<file path="src/hw/dhq_map.vh">
// Object indices, sub-indices, field positions, reset values and timing counts
// for the diagnosis history queue. Definitions only.
`ifndef DHQ_MAP_VH
`define DHQ_MAP_VH

`define DHQ_IDX_DIAG 16'h2001
`define DHQ_IDX_HIST 16'h10F3
`define DHQ_IDX_PORT 16'hA000
`define DHQ_SI_CAP 8'h01
`define DHQ_SI_NEWEST 8'h02
`define DHQ_SI_ACK 8'h03
`define DHQ_SI_NEWAV 8'h04
`define DHQ_SI_FLAGS 8'h05
`define DHQ_SI_FIRST 8'h06
`define DHQ_SI_LAST 8'h45
`define DHQ_SI_LOW 8'h05
`define DHQ_DEPTH 64
`define DHQ_CAP_RST 8'h40
`define DHQ_FLG_EMCY 0
`define DHQ_FLG_NOINFO 1
`define DHQ_FLG_NOWARN 2
`define DHQ_FLG_NOERR 3
`define DHQ_FLG_ACKMODE 4
`define DHQ_FLG_OVR 5
`define DHQ_FLG_WMASK 16'h001F
`define DHQ_FLG_RST 16'h0000
`define DHQ_SEV_INFO 2'h0
`define DHQ_SEV_WARN 2'h1
`define DHQ_SEV_ERR 2'h2
`define DHQ_ABORT_NOMSG 32'h0609_0030
`define DHQ_ABORT_HIGH 32'h0609_0031
`define DHQ_ABORT_LOW 32'h0609_0032
`define DHQ_ABORT_NOOBJ 32'h0602_0000
`define DHQ_LS_INACTIVE 8'h00
`define DHQ_LS_DI 8'h01
`define DHQ_LS_DO 8'h02
`define DHQ_LS_ESTAB 8'h03
`define DHQ_LS_OPERATE 8'h08
`define DHQ_LS_STOP 8'h09
`define DHQ_CLK_KHZ 40000
`define DHQ_MS_CYCLES 16'h9C40
`define DHQ_BLANK_MS_MAX 8'hFF
`define DHQ_BLANK_MS_RST 8'h50
`define DHQ_FILT_MS 5
// Filter length in clocks: 5 ms at 40 MHz
`define DHQ_FILT_CYCLES 18'h3_0D40
`define DHQ_NCH 8

`endif

</file>
<file path="src/hw/dhq_top.v">
// Diagnosis history queue with output fault blanking and per-port link status.
// Assumes a mailbox engine presenting object accesses as one-cycle strobes.
`timescale 1ns/1ps
`default_nettype none
`include "dhq_map.vh"

module dhq_top (
  input wire SYS_CLK_IN,
  input wire RST_IN,
  input wire OBJ_WR_IN,
  input wire OBJ_RD_IN,
  input wire [15:0] OBJ_INDEX_IN,
  input wire [7:0] OBJ_SUB_IN,
  input wire [31:0] OBJ_WDATA_IN,
  output reg [31:0] OBJ_RDATA_OUT,
  output reg OBJ_DONE_OUT,
  output reg OBJ_ABORT_OUT,
  output reg [31:0] OBJ_ABORT_CODE_OUT,
  input wire MSG_VALID_IN,
  input wire [1:0] MSG_SEV_IN,
  input wire [31:0] MSG_DATA_IN,
  output reg EMCY_VALID_OUT,
  output reg [31:0] EMCY_DATA_OUT,
  input wire [7:0] BLANK_MS_IN,
  input wire [7:0] CH_TARGET_IN,
  input wire [7:0] CH_ACTUAL_IN,
  output reg [7:0] CH_FAULT_OUT,
  input wire SENS_SUPPLY_FAULT_IN,
  input wire ACT_SUPPLY_PRESENT_IN,
  input wire ACT_SUPPLY_FAULT_IN,
  input wire ACT_DIAG_ENABLE_IN,
  input wire INTERNAL_ERROR_IN,
  input wire FORCED_OUTPUT_IN,
  input wire [7:0] PORT_SUPPLY_SHORT_IN,
  input wire [7:0] DATA_LINE_SHORT_IN,
  input wire [7:0] AUX_INPUT_SHORT_IN,
  input wire [7:0] EXTRA_SUPPLY_SHORT_IN,
  output reg ACT_SUPPLY_MSG_OUT,
  input wire [23:0] PORT_STATE_IN,
  input wire [7:0] PORT_TELEGRAM_LOST_IN,
  input wire [7:0] PORT_COMM_FAULT_IN,
  output reg [7:0] PORT_ERROR_MSG_OUT
);

  reg [31:0] buf_mem [0:`DHQ_DEPTH-1];
  reg [7:0] newest_ff;
  reg [7:0] ack_ff;
  reg [6:0] count_ff;
  reg [6:0] acked_ff;
  reg read_ff;
  reg [15:0] flags_ff;
  wire [7:0] lost_cnt [0:`DHQ_NCH-1];
  wire [7:0] nxt_fault;
  reg [7:0] ch_sync1_ff, ch_sync2_ff, ch_sync3_ff;
  reg [7:0] on_sync1_ff, on_sync2_ff, on_sync3_ff;
  reg [7:0] on_prev_ff;
  reg [7:0] lost_s1_ff, lost_s2_ff, lost_s3_ff;
  reg [7:0] comm_s1_ff, comm_s2_ff, comm_s3_ff;
  reg [7:0] comm_prev_ff;
  reg [1:0] act_s_ff [0:2];

  wire ack_mode = flags_ff[`DHQ_FLG_ACKMODE];
  wire [5:0] newest_slot = newest_ff[5:0] - 6'd6;
  wire buf_full = (count_ff == 7'd64);

  // Age of the message held in a sub-index, 0 = newest
  function [6:0] age_of;
    input [7:0] si;
    input [7:0] newest;
    reg [5:0] d;
    begin
      d = newest[5:0] - si[5:0];
      age_of = {1'b0, d};
    end
  endfunction

  function [31:0] subreg;
    input [7:0] v;
    begin
      subreg = {24'h0000_00, v};
    end
  endfunction

  // Message filtering by severity
  reg store_ok;
  always @* begin
    case (MSG_SEV_IN)
      `DHQ_SEV_INFO: store_ok = !flags_ff[`DHQ_FLG_NOINFO];
      `DHQ_SEV_WARN: store_ok = !flags_ff[`DHQ_FLG_NOWARN];
      `DHQ_SEV_ERR: store_ok = !flags_ff[`DHQ_FLG_NOERR];
      default: store_ok = 1'b1;
    endcase
  end

  wire unacked_cnt_full = (count_ff - acked_ff) == 7'd64;
  wire push = MSG_VALID_IN && store_ok && !(ack_mode && buf_full && unacked_cnt_full);
  wire discard = MSG_VALID_IN && store_ok && ack_mode && buf_full && unacked_cnt_full;
  wire ack_wr = OBJ_WR_IN && OBJ_INDEX_IN == `DHQ_IDX_HIST && OBJ_SUB_IN == `DHQ_SI_ACK;
  wire [7:0] ack_val = OBJ_WDATA_IN[7:0];
  wire ack_in_range = ack_val >= `DHQ_SI_FIRST && ack_val <= `DHQ_SI_LAST;
  wire ack_has_msg = count_ff != 7'd0 && age_of(ack_val, newest_ff) < count_ff;
  wire ack_good = ack_in_range && ack_has_msg;

  wire ack_takes = ack_wr && (ack_val == 8'h00 || ack_good);
  always @(posedge SYS_CLK_IN or posedge RST_IN) begin
    if (RST_IN) begin
      newest_ff <= 8'h00;
      ack_ff <= 8'h00;
      count_ff <= 7'd0;
      acked_ff <= 7'd0;
      read_ff <= 1'b1;
      flags_ff <= `DHQ_FLG_RST;
      EMCY_VALID_OUT <= 1'b0;
      EMCY_DATA_OUT <= 32'h0000_0000;
    end else begin
      EMCY_VALID_OUT <= push && flags_ff[`DHQ_FLG_EMCY];
      if (push)
        EMCY_DATA_OUT <= MSG_DATA_IN;
      if (OBJ_WR_IN && OBJ_INDEX_IN == `DHQ_IDX_HIST && OBJ_SUB_IN == `DHQ_SI_FLAGS)
        flags_ff <= (OBJ_WDATA_IN[15:0] & `DHQ_FLG_WMASK) |
                    (flags_ff & ~`DHQ_FLG_WMASK & 16'h0020);
      if (OBJ_RD_IN && OBJ_INDEX_IN == `DHQ_IDX_HIST && OBJ_SUB_IN == `DHQ_SI_NEWEST)
        read_ff <= 1'b1;
      if (ack_wr && ack_val == 8'h00) begin
        if (!ack_mode) begin
          newest_ff <= 8'h00;
          ack_ff <= 8'h00;
          count_ff <= 7'd0;
          acked_ff <= 7'd0;
          read_ff <= 1'b1;
          flags_ff[`DHQ_FLG_OVR] <= 1'b0;
        end else begin
          count_ff <= count_ff - acked_ff;
          acked_ff <= 7'd0;
          ack_ff <= 8'h00;
        end
      end else if (ack_wr && ack_good) begin
        ack_ff <= ack_val;
        acked_ff <= count_ff - age_of(ack_val, newest_ff);
      end else if (push) begin
        newest_ff <= (newest_ff == `DHQ_SI_LAST || newest_ff == 8'h00) ?
                     `DHQ_SI_FIRST : newest_ff + 8'd1;
        read_ff <= 1'b0;
        if (!buf_full)
          count_ff <= count_ff + 7'd1;
        else if (acked_ff != 7'd0)
          acked_ff <= acked_ff - 7'd1;
        else if (!ack_mode) begin
          ack_ff <= 8'h00;
          flags_ff[`DHQ_FLG_OVR] <= 1'b1;
        end
        if (buf_full && acked_ff == 7'd1)
          ack_ff <= 8'h00;
      end
      if (discard)
        flags_ff[`DHQ_FLG_OVR] <= 1'b1;
    end
  end

  wire [5:0] wr_slot = (newest_ff == `DHQ_SI_LAST || newest_ff == 8'h00) ?
                       6'd0 : newest_ff[5:0] - 6'd5;
  always @(posedge SYS_CLK_IN) begin
    if (push && !ack_takes)
      buf_mem[wr_slot] <= MSG_DATA_IN;
  end

  // New message flag depends on mode
  wire new_avail = ack_mode ? (newest_ff != ack_ff && count_ff != acked_ff) :
                   (!read_ff && count_ff != 7'd0);

  wire [7:0] diag_bits = {3'b000, FORCED_OUTPUT_IN, INTERNAL_ERROR_IN,
                          ACT_SUPPLY_FAULT_IN, ACT_SUPPLY_PRESENT_IN, SENS_SUPPLY_FAULT_IN};
  wire [2:0] port_sel = OBJ_INDEX_IN[6:4];

  // Object read and write answers
  always @(posedge SYS_CLK_IN or posedge RST_IN) begin
    if (RST_IN) begin
      OBJ_RDATA_OUT <= 32'h0000_0000;
      OBJ_DONE_OUT <= 1'b0;
      OBJ_ABORT_OUT <= 1'b0;
      OBJ_ABORT_CODE_OUT <= 32'h0000_0000;
    end else begin
      OBJ_DONE_OUT <= OBJ_RD_IN || OBJ_WR_IN;
      OBJ_ABORT_OUT <= 1'b0;
      OBJ_ABORT_CODE_OUT <= 32'h0000_0000;
      OBJ_RDATA_OUT <= 32'h0000_0000;
      if (ack_wr && ack_val != 8'h00) begin
        if (ack_val <= `DHQ_SI_LOW) begin
          OBJ_ABORT_OUT <= 1'b1;
          OBJ_ABORT_CODE_OUT <= `DHQ_ABORT_LOW;
        end else if (ack_val > `DHQ_SI_LAST) begin
          OBJ_ABORT_OUT <= 1'b1;
          OBJ_ABORT_CODE_OUT <= `DHQ_ABORT_HIGH;
        end else if (!ack_has_msg) begin
          OBJ_ABORT_OUT <= 1'b1;
          OBJ_ABORT_CODE_OUT <= `DHQ_ABORT_NOMSG;
        end
      end else if (OBJ_RD_IN) begin
        if (OBJ_INDEX_IN == `DHQ_IDX_HIST) begin
          if (OBJ_SUB_IN == `DHQ_SI_CAP)
            OBJ_RDATA_OUT <= subreg(`DHQ_CAP_RST);
          else if (OBJ_SUB_IN == `DHQ_SI_NEWEST)
            OBJ_RDATA_OUT <= subreg(newest_ff);
          else if (OBJ_SUB_IN == `DHQ_SI_ACK)
            OBJ_RDATA_OUT <= subreg(ack_ff);
          else if (OBJ_SUB_IN == `DHQ_SI_NEWAV)
            OBJ_RDATA_OUT <= {31'h0000_0000, new_avail};
          else if (OBJ_SUB_IN == `DHQ_SI_FLAGS)
            OBJ_RDATA_OUT <= {16'h0000, flags_ff};
          else if (OBJ_SUB_IN >= `DHQ_SI_FIRST && OBJ_SUB_IN <= `DHQ_SI_LAST) begin
            if (count_ff != 7'd0 && age_of(OBJ_SUB_IN, newest_ff) < count_ff)
              OBJ_RDATA_OUT <= buf_mem[OBJ_SUB_IN[5:0] - 6'd6];
            else begin
              OBJ_ABORT_OUT <= 1'b1;
              OBJ_ABORT_CODE_OUT <= `DHQ_ABORT_NOMSG;
            end
          end else begin
            OBJ_ABORT_OUT <= 1'b1;
            OBJ_ABORT_CODE_OUT <= `DHQ_ABORT_NOOBJ;
          end
        end else if (OBJ_INDEX_IN == `DHQ_IDX_DIAG) begin
          case (OBJ_SUB_IN)
            8'h01: OBJ_RDATA_OUT <= {31'h0000_0000, diag_bits[0]};
            8'h02: OBJ_RDATA_OUT <= {31'h0000_0000, diag_bits[1]};
            8'h03: OBJ_RDATA_OUT <= {31'h0000_0000, diag_bits[2]};
            8'h04: OBJ_RDATA_OUT <= {31'h0000_0000, diag_bits[3]};
            8'h05: OBJ_RDATA_OUT <= {31'h0000_0000, diag_bits[4]};
            8'h06: OBJ_RDATA_OUT <= subreg(PORT_SUPPLY_SHORT_IN);
            8'h07: OBJ_RDATA_OUT <= subreg(DATA_LINE_SHORT_IN);
            8'h08: OBJ_RDATA_OUT <= subreg(AUX_INPUT_SHORT_IN);
            8'h09: OBJ_RDATA_OUT <= subreg(EXTRA_SUPPLY_SHORT_IN);
            default: begin
              OBJ_ABORT_OUT <= 1'b1;
              OBJ_ABORT_CODE_OUT <= `DHQ_ABORT_NOOBJ;
            end
          endcase
        end else if ((OBJ_INDEX_IN & 16'hFF8F) == `DHQ_IDX_PORT) begin
          if (OBJ_SUB_IN == 8'h01)
            OBJ_RDATA_OUT <= subreg(port_state(PORT_STATE_IN[port_sel*3 +: 3]));
          else if (OBJ_SUB_IN == 8'h02)
            OBJ_RDATA_OUT <= subreg(lost_cnt[port_sel]);
          else begin
            OBJ_ABORT_OUT <= 1'b1;
            OBJ_ABORT_CODE_OUT <= `DHQ_ABORT_NOOBJ;
          end
        end else begin
          OBJ_ABORT_OUT <= 1'b1;
          OBJ_ABORT_CODE_OUT <= `DHQ_ABORT_NOOBJ;
        end
      end else if (OBJ_WR_IN && !(OBJ_INDEX_IN == `DHQ_IDX_HIST &&
               (OBJ_SUB_IN == `DHQ_SI_ACK || OBJ_SUB_IN == `DHQ_SI_FLAGS))) begin
        OBJ_ABORT_OUT <= 1'b1;
        OBJ_ABORT_CODE_OUT <= `DHQ_ABORT_NOOBJ;
      end
    end
  end

  // Port state code 0..5 maps to the link state byte
  function [7:0] port_state;
    input [2:0] code;
    begin
      case (code)
        3'd1: port_state = `DHQ_LS_DI;
        3'd2: port_state = `DHQ_LS_DO;
        3'd3: port_state = `DHQ_LS_ESTAB;
        3'd4: port_state = `DHQ_LS_OPERATE;
        3'd5: port_state = `DHQ_LS_STOP;
        default: port_state = `DHQ_LS_INACTIVE;
      endcase
    end
  endfunction

  // Pin synchronisers, three stages
  always @(posedge SYS_CLK_IN or posedge RST_IN) begin
    if (RST_IN) begin
      ch_sync1_ff <= 8'h00; ch_sync2_ff <= 8'h00; ch_sync3_ff <= 8'h00;
      on_sync1_ff <= 8'h00; on_sync2_ff <= 8'h00; on_sync3_ff <= 8'h00;
      lost_s1_ff <= 8'h00; lost_s2_ff <= 8'h00; lost_s3_ff <= 8'h00;
      comm_s1_ff <= 8'h00; comm_s2_ff <= 8'h00; comm_s3_ff <= 8'h00;
      comm_prev_ff <= 8'h00;
      on_prev_ff <= 8'h00;
      ACT_SUPPLY_MSG_OUT <= 1'b0;
      PORT_ERROR_MSG_OUT <= 8'h00;
      CH_FAULT_OUT <= 8'h00;
      act_s_ff[0] <= 2'b00; act_s_ff[1] <= 2'b00; act_s_ff[2] <= 2'b00;
    end else begin
      ch_sync1_ff <= CH_ACTUAL_IN ^ CH_TARGET_IN;
      ch_sync2_ff <= ch_sync1_ff;
      ch_sync3_ff <= ch_sync2_ff;
      on_sync1_ff <= CH_TARGET_IN;
      on_sync2_ff <= on_sync1_ff;
      on_sync3_ff <= on_sync2_ff;
      lost_s1_ff <= PORT_TELEGRAM_LOST_IN;
      lost_s2_ff <= lost_s1_ff;
      lost_s3_ff <= lost_s2_ff;
      comm_s1_ff <= PORT_COMM_FAULT_IN;
      comm_s2_ff <= comm_s1_ff;
      comm_s3_ff <= comm_s2_ff;
      act_s_ff[0] <= {ACT_DIAG_ENABLE_IN, ACT_SUPPLY_FAULT_IN};
      act_s_ff[1] <= act_s_ff[0];
      act_s_ff[2] <= act_s_ff[1];
      if (act_s_ff[1] == act_s_ff[2])
        ACT_SUPPLY_MSG_OUT <= act_s_ff[2][1] & act_s_ff[2][0];
      if (comm_s2_ff == comm_s3_ff) begin
        comm_prev_ff <= comm_s3_ff;
        PORT_ERROR_MSG_OUT <= comm_s3_ff & ~comm_prev_ff;
      end else
        PORT_ERROR_MSG_OUT <= 8'h00;
      if (on_sync2_ff == on_sync3_ff)
        on_prev_ff <= on_sync3_ff;
      CH_FAULT_OUT <= nxt_fault;
    end
  end

  // Per channel blanking and filter timers
  genvar g;
  generate
    for (g = 0; g < `DHQ_NCH; g = g + 1) begin : g_ch
      reg [15:0] ms_div_ff;
      reg [7:0] blank_ms_ff;
      reg [17:0] filt_ff;
      reg [7:0] lost_ff;
      wire on_stable = on_sync2_ff[g] == on_sync3_ff[g];
      wire rise = on_stable && on_sync3_ff[g] && !on_prev_ff[g];
      wire bad = ch_sync2_ff[g] == ch_sync3_ff[g] && ch_sync3_ff[g] && on_sync3_ff[g];
      assign lost_cnt[g] = lost_ff;
      assign nxt_fault[g] = bad && blank_ms_ff == 8'h00 && !rise &&
                            filt_ff == `DHQ_FILT_CYCLES;
      always @(posedge SYS_CLK_IN or posedge RST_IN) begin
        if (RST_IN) begin
          ms_div_ff <= 16'h0000;
          blank_ms_ff <= 8'h00;
          filt_ff <= 18'h0_0000;
          lost_ff <= 8'h00;
        end else begin
          if (rise) begin
            blank_ms_ff <= BLANK_MS_IN;
            ms_div_ff <= 16'h0000;
          end else if (blank_ms_ff != 8'h00) begin
            if (ms_div_ff == `DHQ_MS_CYCLES - 16'h0001) begin
              ms_div_ff <= 16'h0000;
              blank_ms_ff <= blank_ms_ff - 8'h01;
            end else
              ms_div_ff <= ms_div_ff + 16'h0001;
          end
          if (!bad || rise)
            filt_ff <= 18'h0_0000;
          else if (filt_ff != `DHQ_FILT_CYCLES)
            filt_ff <= filt_ff + 18'h0_0001;
          if (lost_s2_ff[g] == lost_s3_ff[g] && lost_s3_ff[g] &&
              !comm_prev_ff[g] && lost_ff != 8'hFF)
            lost_ff <= lost_ff + 8'h01;
        end
      end
    end
  endgenerate

endmodule
`default_nettype wire

</file>
<file path="config.mk">
export PLATFORM = sky130hd
export DESIGN_NAME = dhq_top
export DESIGN_NICKNAME = d
export VERILOG_FILES = /design/src/hw/dhq_top.v
export VERILOG_INCLUDE_DIRS = /design/src /design/src/hw
export SDC_FILE = /design/constraint.sdc
export NUM_CORES = 2
export LEC_CHECK = 0
export BUFFER_PORTS_ARGS = -buffer_cell sky130_fd_sc_hd__buf_2
export CAP_MARGIN = 20
export CORE_MARGIN = 2
export CORE_UTILIZATION = 50
export CTS_CLUSTER_DIAMETER = 30
export DETAILED_ROUTE_END_ITERATION = 10
export MAX_ROUTING_LAYER = met4
export PLACE_DENSITY_LB_ADDON = 0.3
export SLEW_MARGIN = 20
export SYNTH_ARGS = -nofsm -noshare
export SYNTH_HDL_FRONTEND = slang
export SYNTH_SLANG_ARGS = --single-unit
</file>
<file path="constraint.sdc">
create_clock -name SYS_CLK_IN -period 26.7 [get_ports SYS_CLK_IN]
set_input_delay 5.34 -clock SYS_CLK_IN [delete_from_list [all_inputs] [get_ports SYS_CLK_IN]]
set_output_delay 5.34 -clock SYS_CLK_IN [all_outputs]
set_load 0.05 [all_outputs]
</file>
==> results.cfg <==
[timing]
final.hold.worst_slack_ns = 0.3442
fmax_mhz = 104.1
hold_viol = 0
clock_skew_ns = 0.08356
fin_crit_ns = 9.603
tightest_slew_ns = 1.230
drv_slew = 0
fin_ws_ns = 17.10
tns_ns = 0
rsz0062_at_grt = no
min_period_over_period_pct = 35.97
setup_viol = 0
slew_headroom_pct = 17.51

[critical_path]
r2r_start = newest_ff[0]
r2r_cells = 14
worstPathRequired_ns = 27.49
critPathCaptureType = register
r2r_slack_ns = 20.87
cp-start-kind = input port
path_class = in2reg
crit_arrival_ns = 10.40
r2r-end = buf_mem[4][9]
critPathMaxFanout = 97

[final_layout]
mostFrequentLayoutCell = edfxtp_1
mostFrequentLayoutCells = edfxtp_1 (2048), mux4_2 (647), dfrtp_1 (642), clkbuf_16 (493), nand2_1 (357)
stdcell_area_sq_mm = 0.1321
finalCoreUtilization_pct = 60.26
fillCellCount = 15450
layout.nets = 7210
layout-drive-gt1-share_pct = 27.94
syn_to_final_growth_pct = 20.06

[detailed_routing]
ant_nets = 0
drt-wirelength-per-cell_um = 27.30
drt_iter0_drc = 7449
postRouteWirelength_um = 278600
vias_per_cell = 6.085
drt_pass1_iterations = 6
drcViolationCount = 0
num_vias = 62100

[clocking]
numCtsBuffers = 489
cts_root_buf = clkbuf_16
htreeDepth = 5
numClockSinks = 2691
cts.clk_slew.worst_paths_ns = 0.05
cts_resized = 0
cts_buffer_depth = 4
clkLatencyLatePin_ns = 1.00
post_cts_buffers = 0
cts_tree = done
cts.hold.buffers_added = 0

[placement]
dpl.hpwl_um = 151800
gp_congestion = 0.8704
io_buffers = 265
placed_cell_area_sq_mm = 0.1153
pre_cts_ws_ns = 15.84

[synth]
synth_cell_types = 101
synthCells = 6303
synth_edf_count = 2048
synth_seq_area_share_pct = 70.50
synth-seq-cells = 2691
ys.flop_type = edfxtp_1
syn_avg_cell_area_sq_um = 17.46
async_flop_share_pct = 23.89
synth_warnings = 0
netlist_area_sq_mm = 0.1101

[pwr]
peakVddDrop_v = 0.00006768
p_leak_nw = 46.68
p_per_area_mw_per_mm2 = 93.90

[grt]
grt_pass1_vias = 62400
grt_max_degree = 157
overflow = 0
grt_pass1_wl_um = 412600
antenna_found_initial = 9
grt_usage_pct = 25.62

[floorplanning]
start_util_pct = 50.19
die_h_um = 473.2
rows = 172
core-area_sq_mm = 0.2193
die_x_um = 473.2
io_pins = 313
die-area_sq_mm = 0.2239

[outcome]
status = finished clean

[hold_path]
hold_end = on_sync2_ff[4]
worstHoldStart = on_sync1_ff[4]
min_path_cells = 0
hold_path.class = reg2reg

[flow_run]
maxCapViolCount = 0
==> final cells by class <==
cell class / instances / area (sq um) / share of cell area [%]
inverter: 101 / 386.6 / 0.2926
sequential: 2691 / 77590 / 58.72
tap: 2871 / 3592 / 2.718
antenna: 8 / 20.02 / 0.01515
clock buffer: 566 / 12840 / 9.718
multi-input combinational: 3244 / 31380 / 23.75
clock inverter: 326 / 3879 / 2.935
timing repair buffer: 399 / 2455 / 1.858
==> critical path, stage by stage <==
cell and delay, ns:
buf_8 0.39, buf_12 0.64, buf_4 0.86, buf_4 0.79, mux4_2 0.58, mux4_2 0.51
nand2_1 0.09, nand2_1 0.25, a221oi_1 0.61, nor3_1 0.10
==> worst max path at each step <==
| stage | endpoint | slack [ns] | start |
|---|---|---|---|
| after CTS | buf_mem[6][9] | 16.86 | OBJ_WDATA_IN[1] |
| after global placement | buf_mem[6][13] | 15.91 | OBJ_WDATA_IN[1] |
| final | OBJ_RDATA_OUT[5] | 17.10 | OBJ_SUB_IN[0] |
| after global routing | OBJ_RDATA_OUT[5] | 16.63 | OBJ_SUB_IN[0] |
| after detailed placement | buf_mem[6][13] | 15.84 | OBJ_WDATA_IN[1] |
| after floorplan | ACT_SUPPLY_MSG_OUT | 3.35 | RST_IN |
==> state kept, by name, indices dropped and copies added, names as in the netlist, 32 cells and up <==
name,flops
OBJ_RDATA_OUT,32
buf_mem,2048
g_ch.filt_ff,144
g_ch.blank_ms_ff,64
EMCY_DATA_OUT,32
g_ch.ms_div_ff,128
g_ch.lost_ff,64
==> stage by stage <==
step / total power, mW / std cells
final: 12.41 / 10210
after global routing: 12.80 / 10200
after CTS: 12.48 / 10200
after detailed placement: 6.258 / 9304
after global placement: 6.217 / 9304
after floorplan: 5.763 / 6325
==> synthesized netlist by cell type (71+ instances only) <==
library cell | instances | area, sq um
ha_1 | 83 | 1039
mux2_2 | 71 | 799.5
xnor2_1 | 121 | 1060
nor3_1 | 76 | 380.4
clkbuf_1 | 159 | 596.8
a21oi_1 | 149 | 745.7
o21ai_0 | 205 | 1026
nor2_1 | 387 | 1453
nand2_1 | 357 | 1340
edfxtp_1 | 2048 | 61500
and3_1 | 80 | 500.5
nand4_1 | 84 | 525.5
nand3_1 | 159 | 795.8
xor2_1 | 166 | 1454
dfrtp_1 | 642 | 16070
mux4_2 | 647 | 14570
inv_1 | 101 | 379.1
==> routing by layer <==
layer,vias up,GRT usage (%),wire [um]
met5,-,-,0
met4,0,7.482,7154
met3,500,4.696,24080
met2,2938,39.83,135200
met1,32350,34.93,112200
li1,26320,-,-
==> power breakdown <==
part / leakage (nW) / internal (mW) / switching [mW]
logic: 11.8 / 0.449 / 0.792
clock network: 8.07 / 4.12 / 2.08
registers: 26.8 / 4.79 / 0.171
==> logic make-up after synthesis <==
logic type	Yosys count	share of synthesized area (%)
AND/OR/NAND/NOR	1452	6.565
XOR/XNOR	287	2.284
multiplexers	773	14.50
other	1	0.003407
flip-flops	2691	70.50
buffers and inverters	390	1.600
AO/OA/AOI/OAI	622	3.537
adder cells (fa/ha/maj)	87	1.016
No activity file was read; power rests on OpenSTA's default activity.
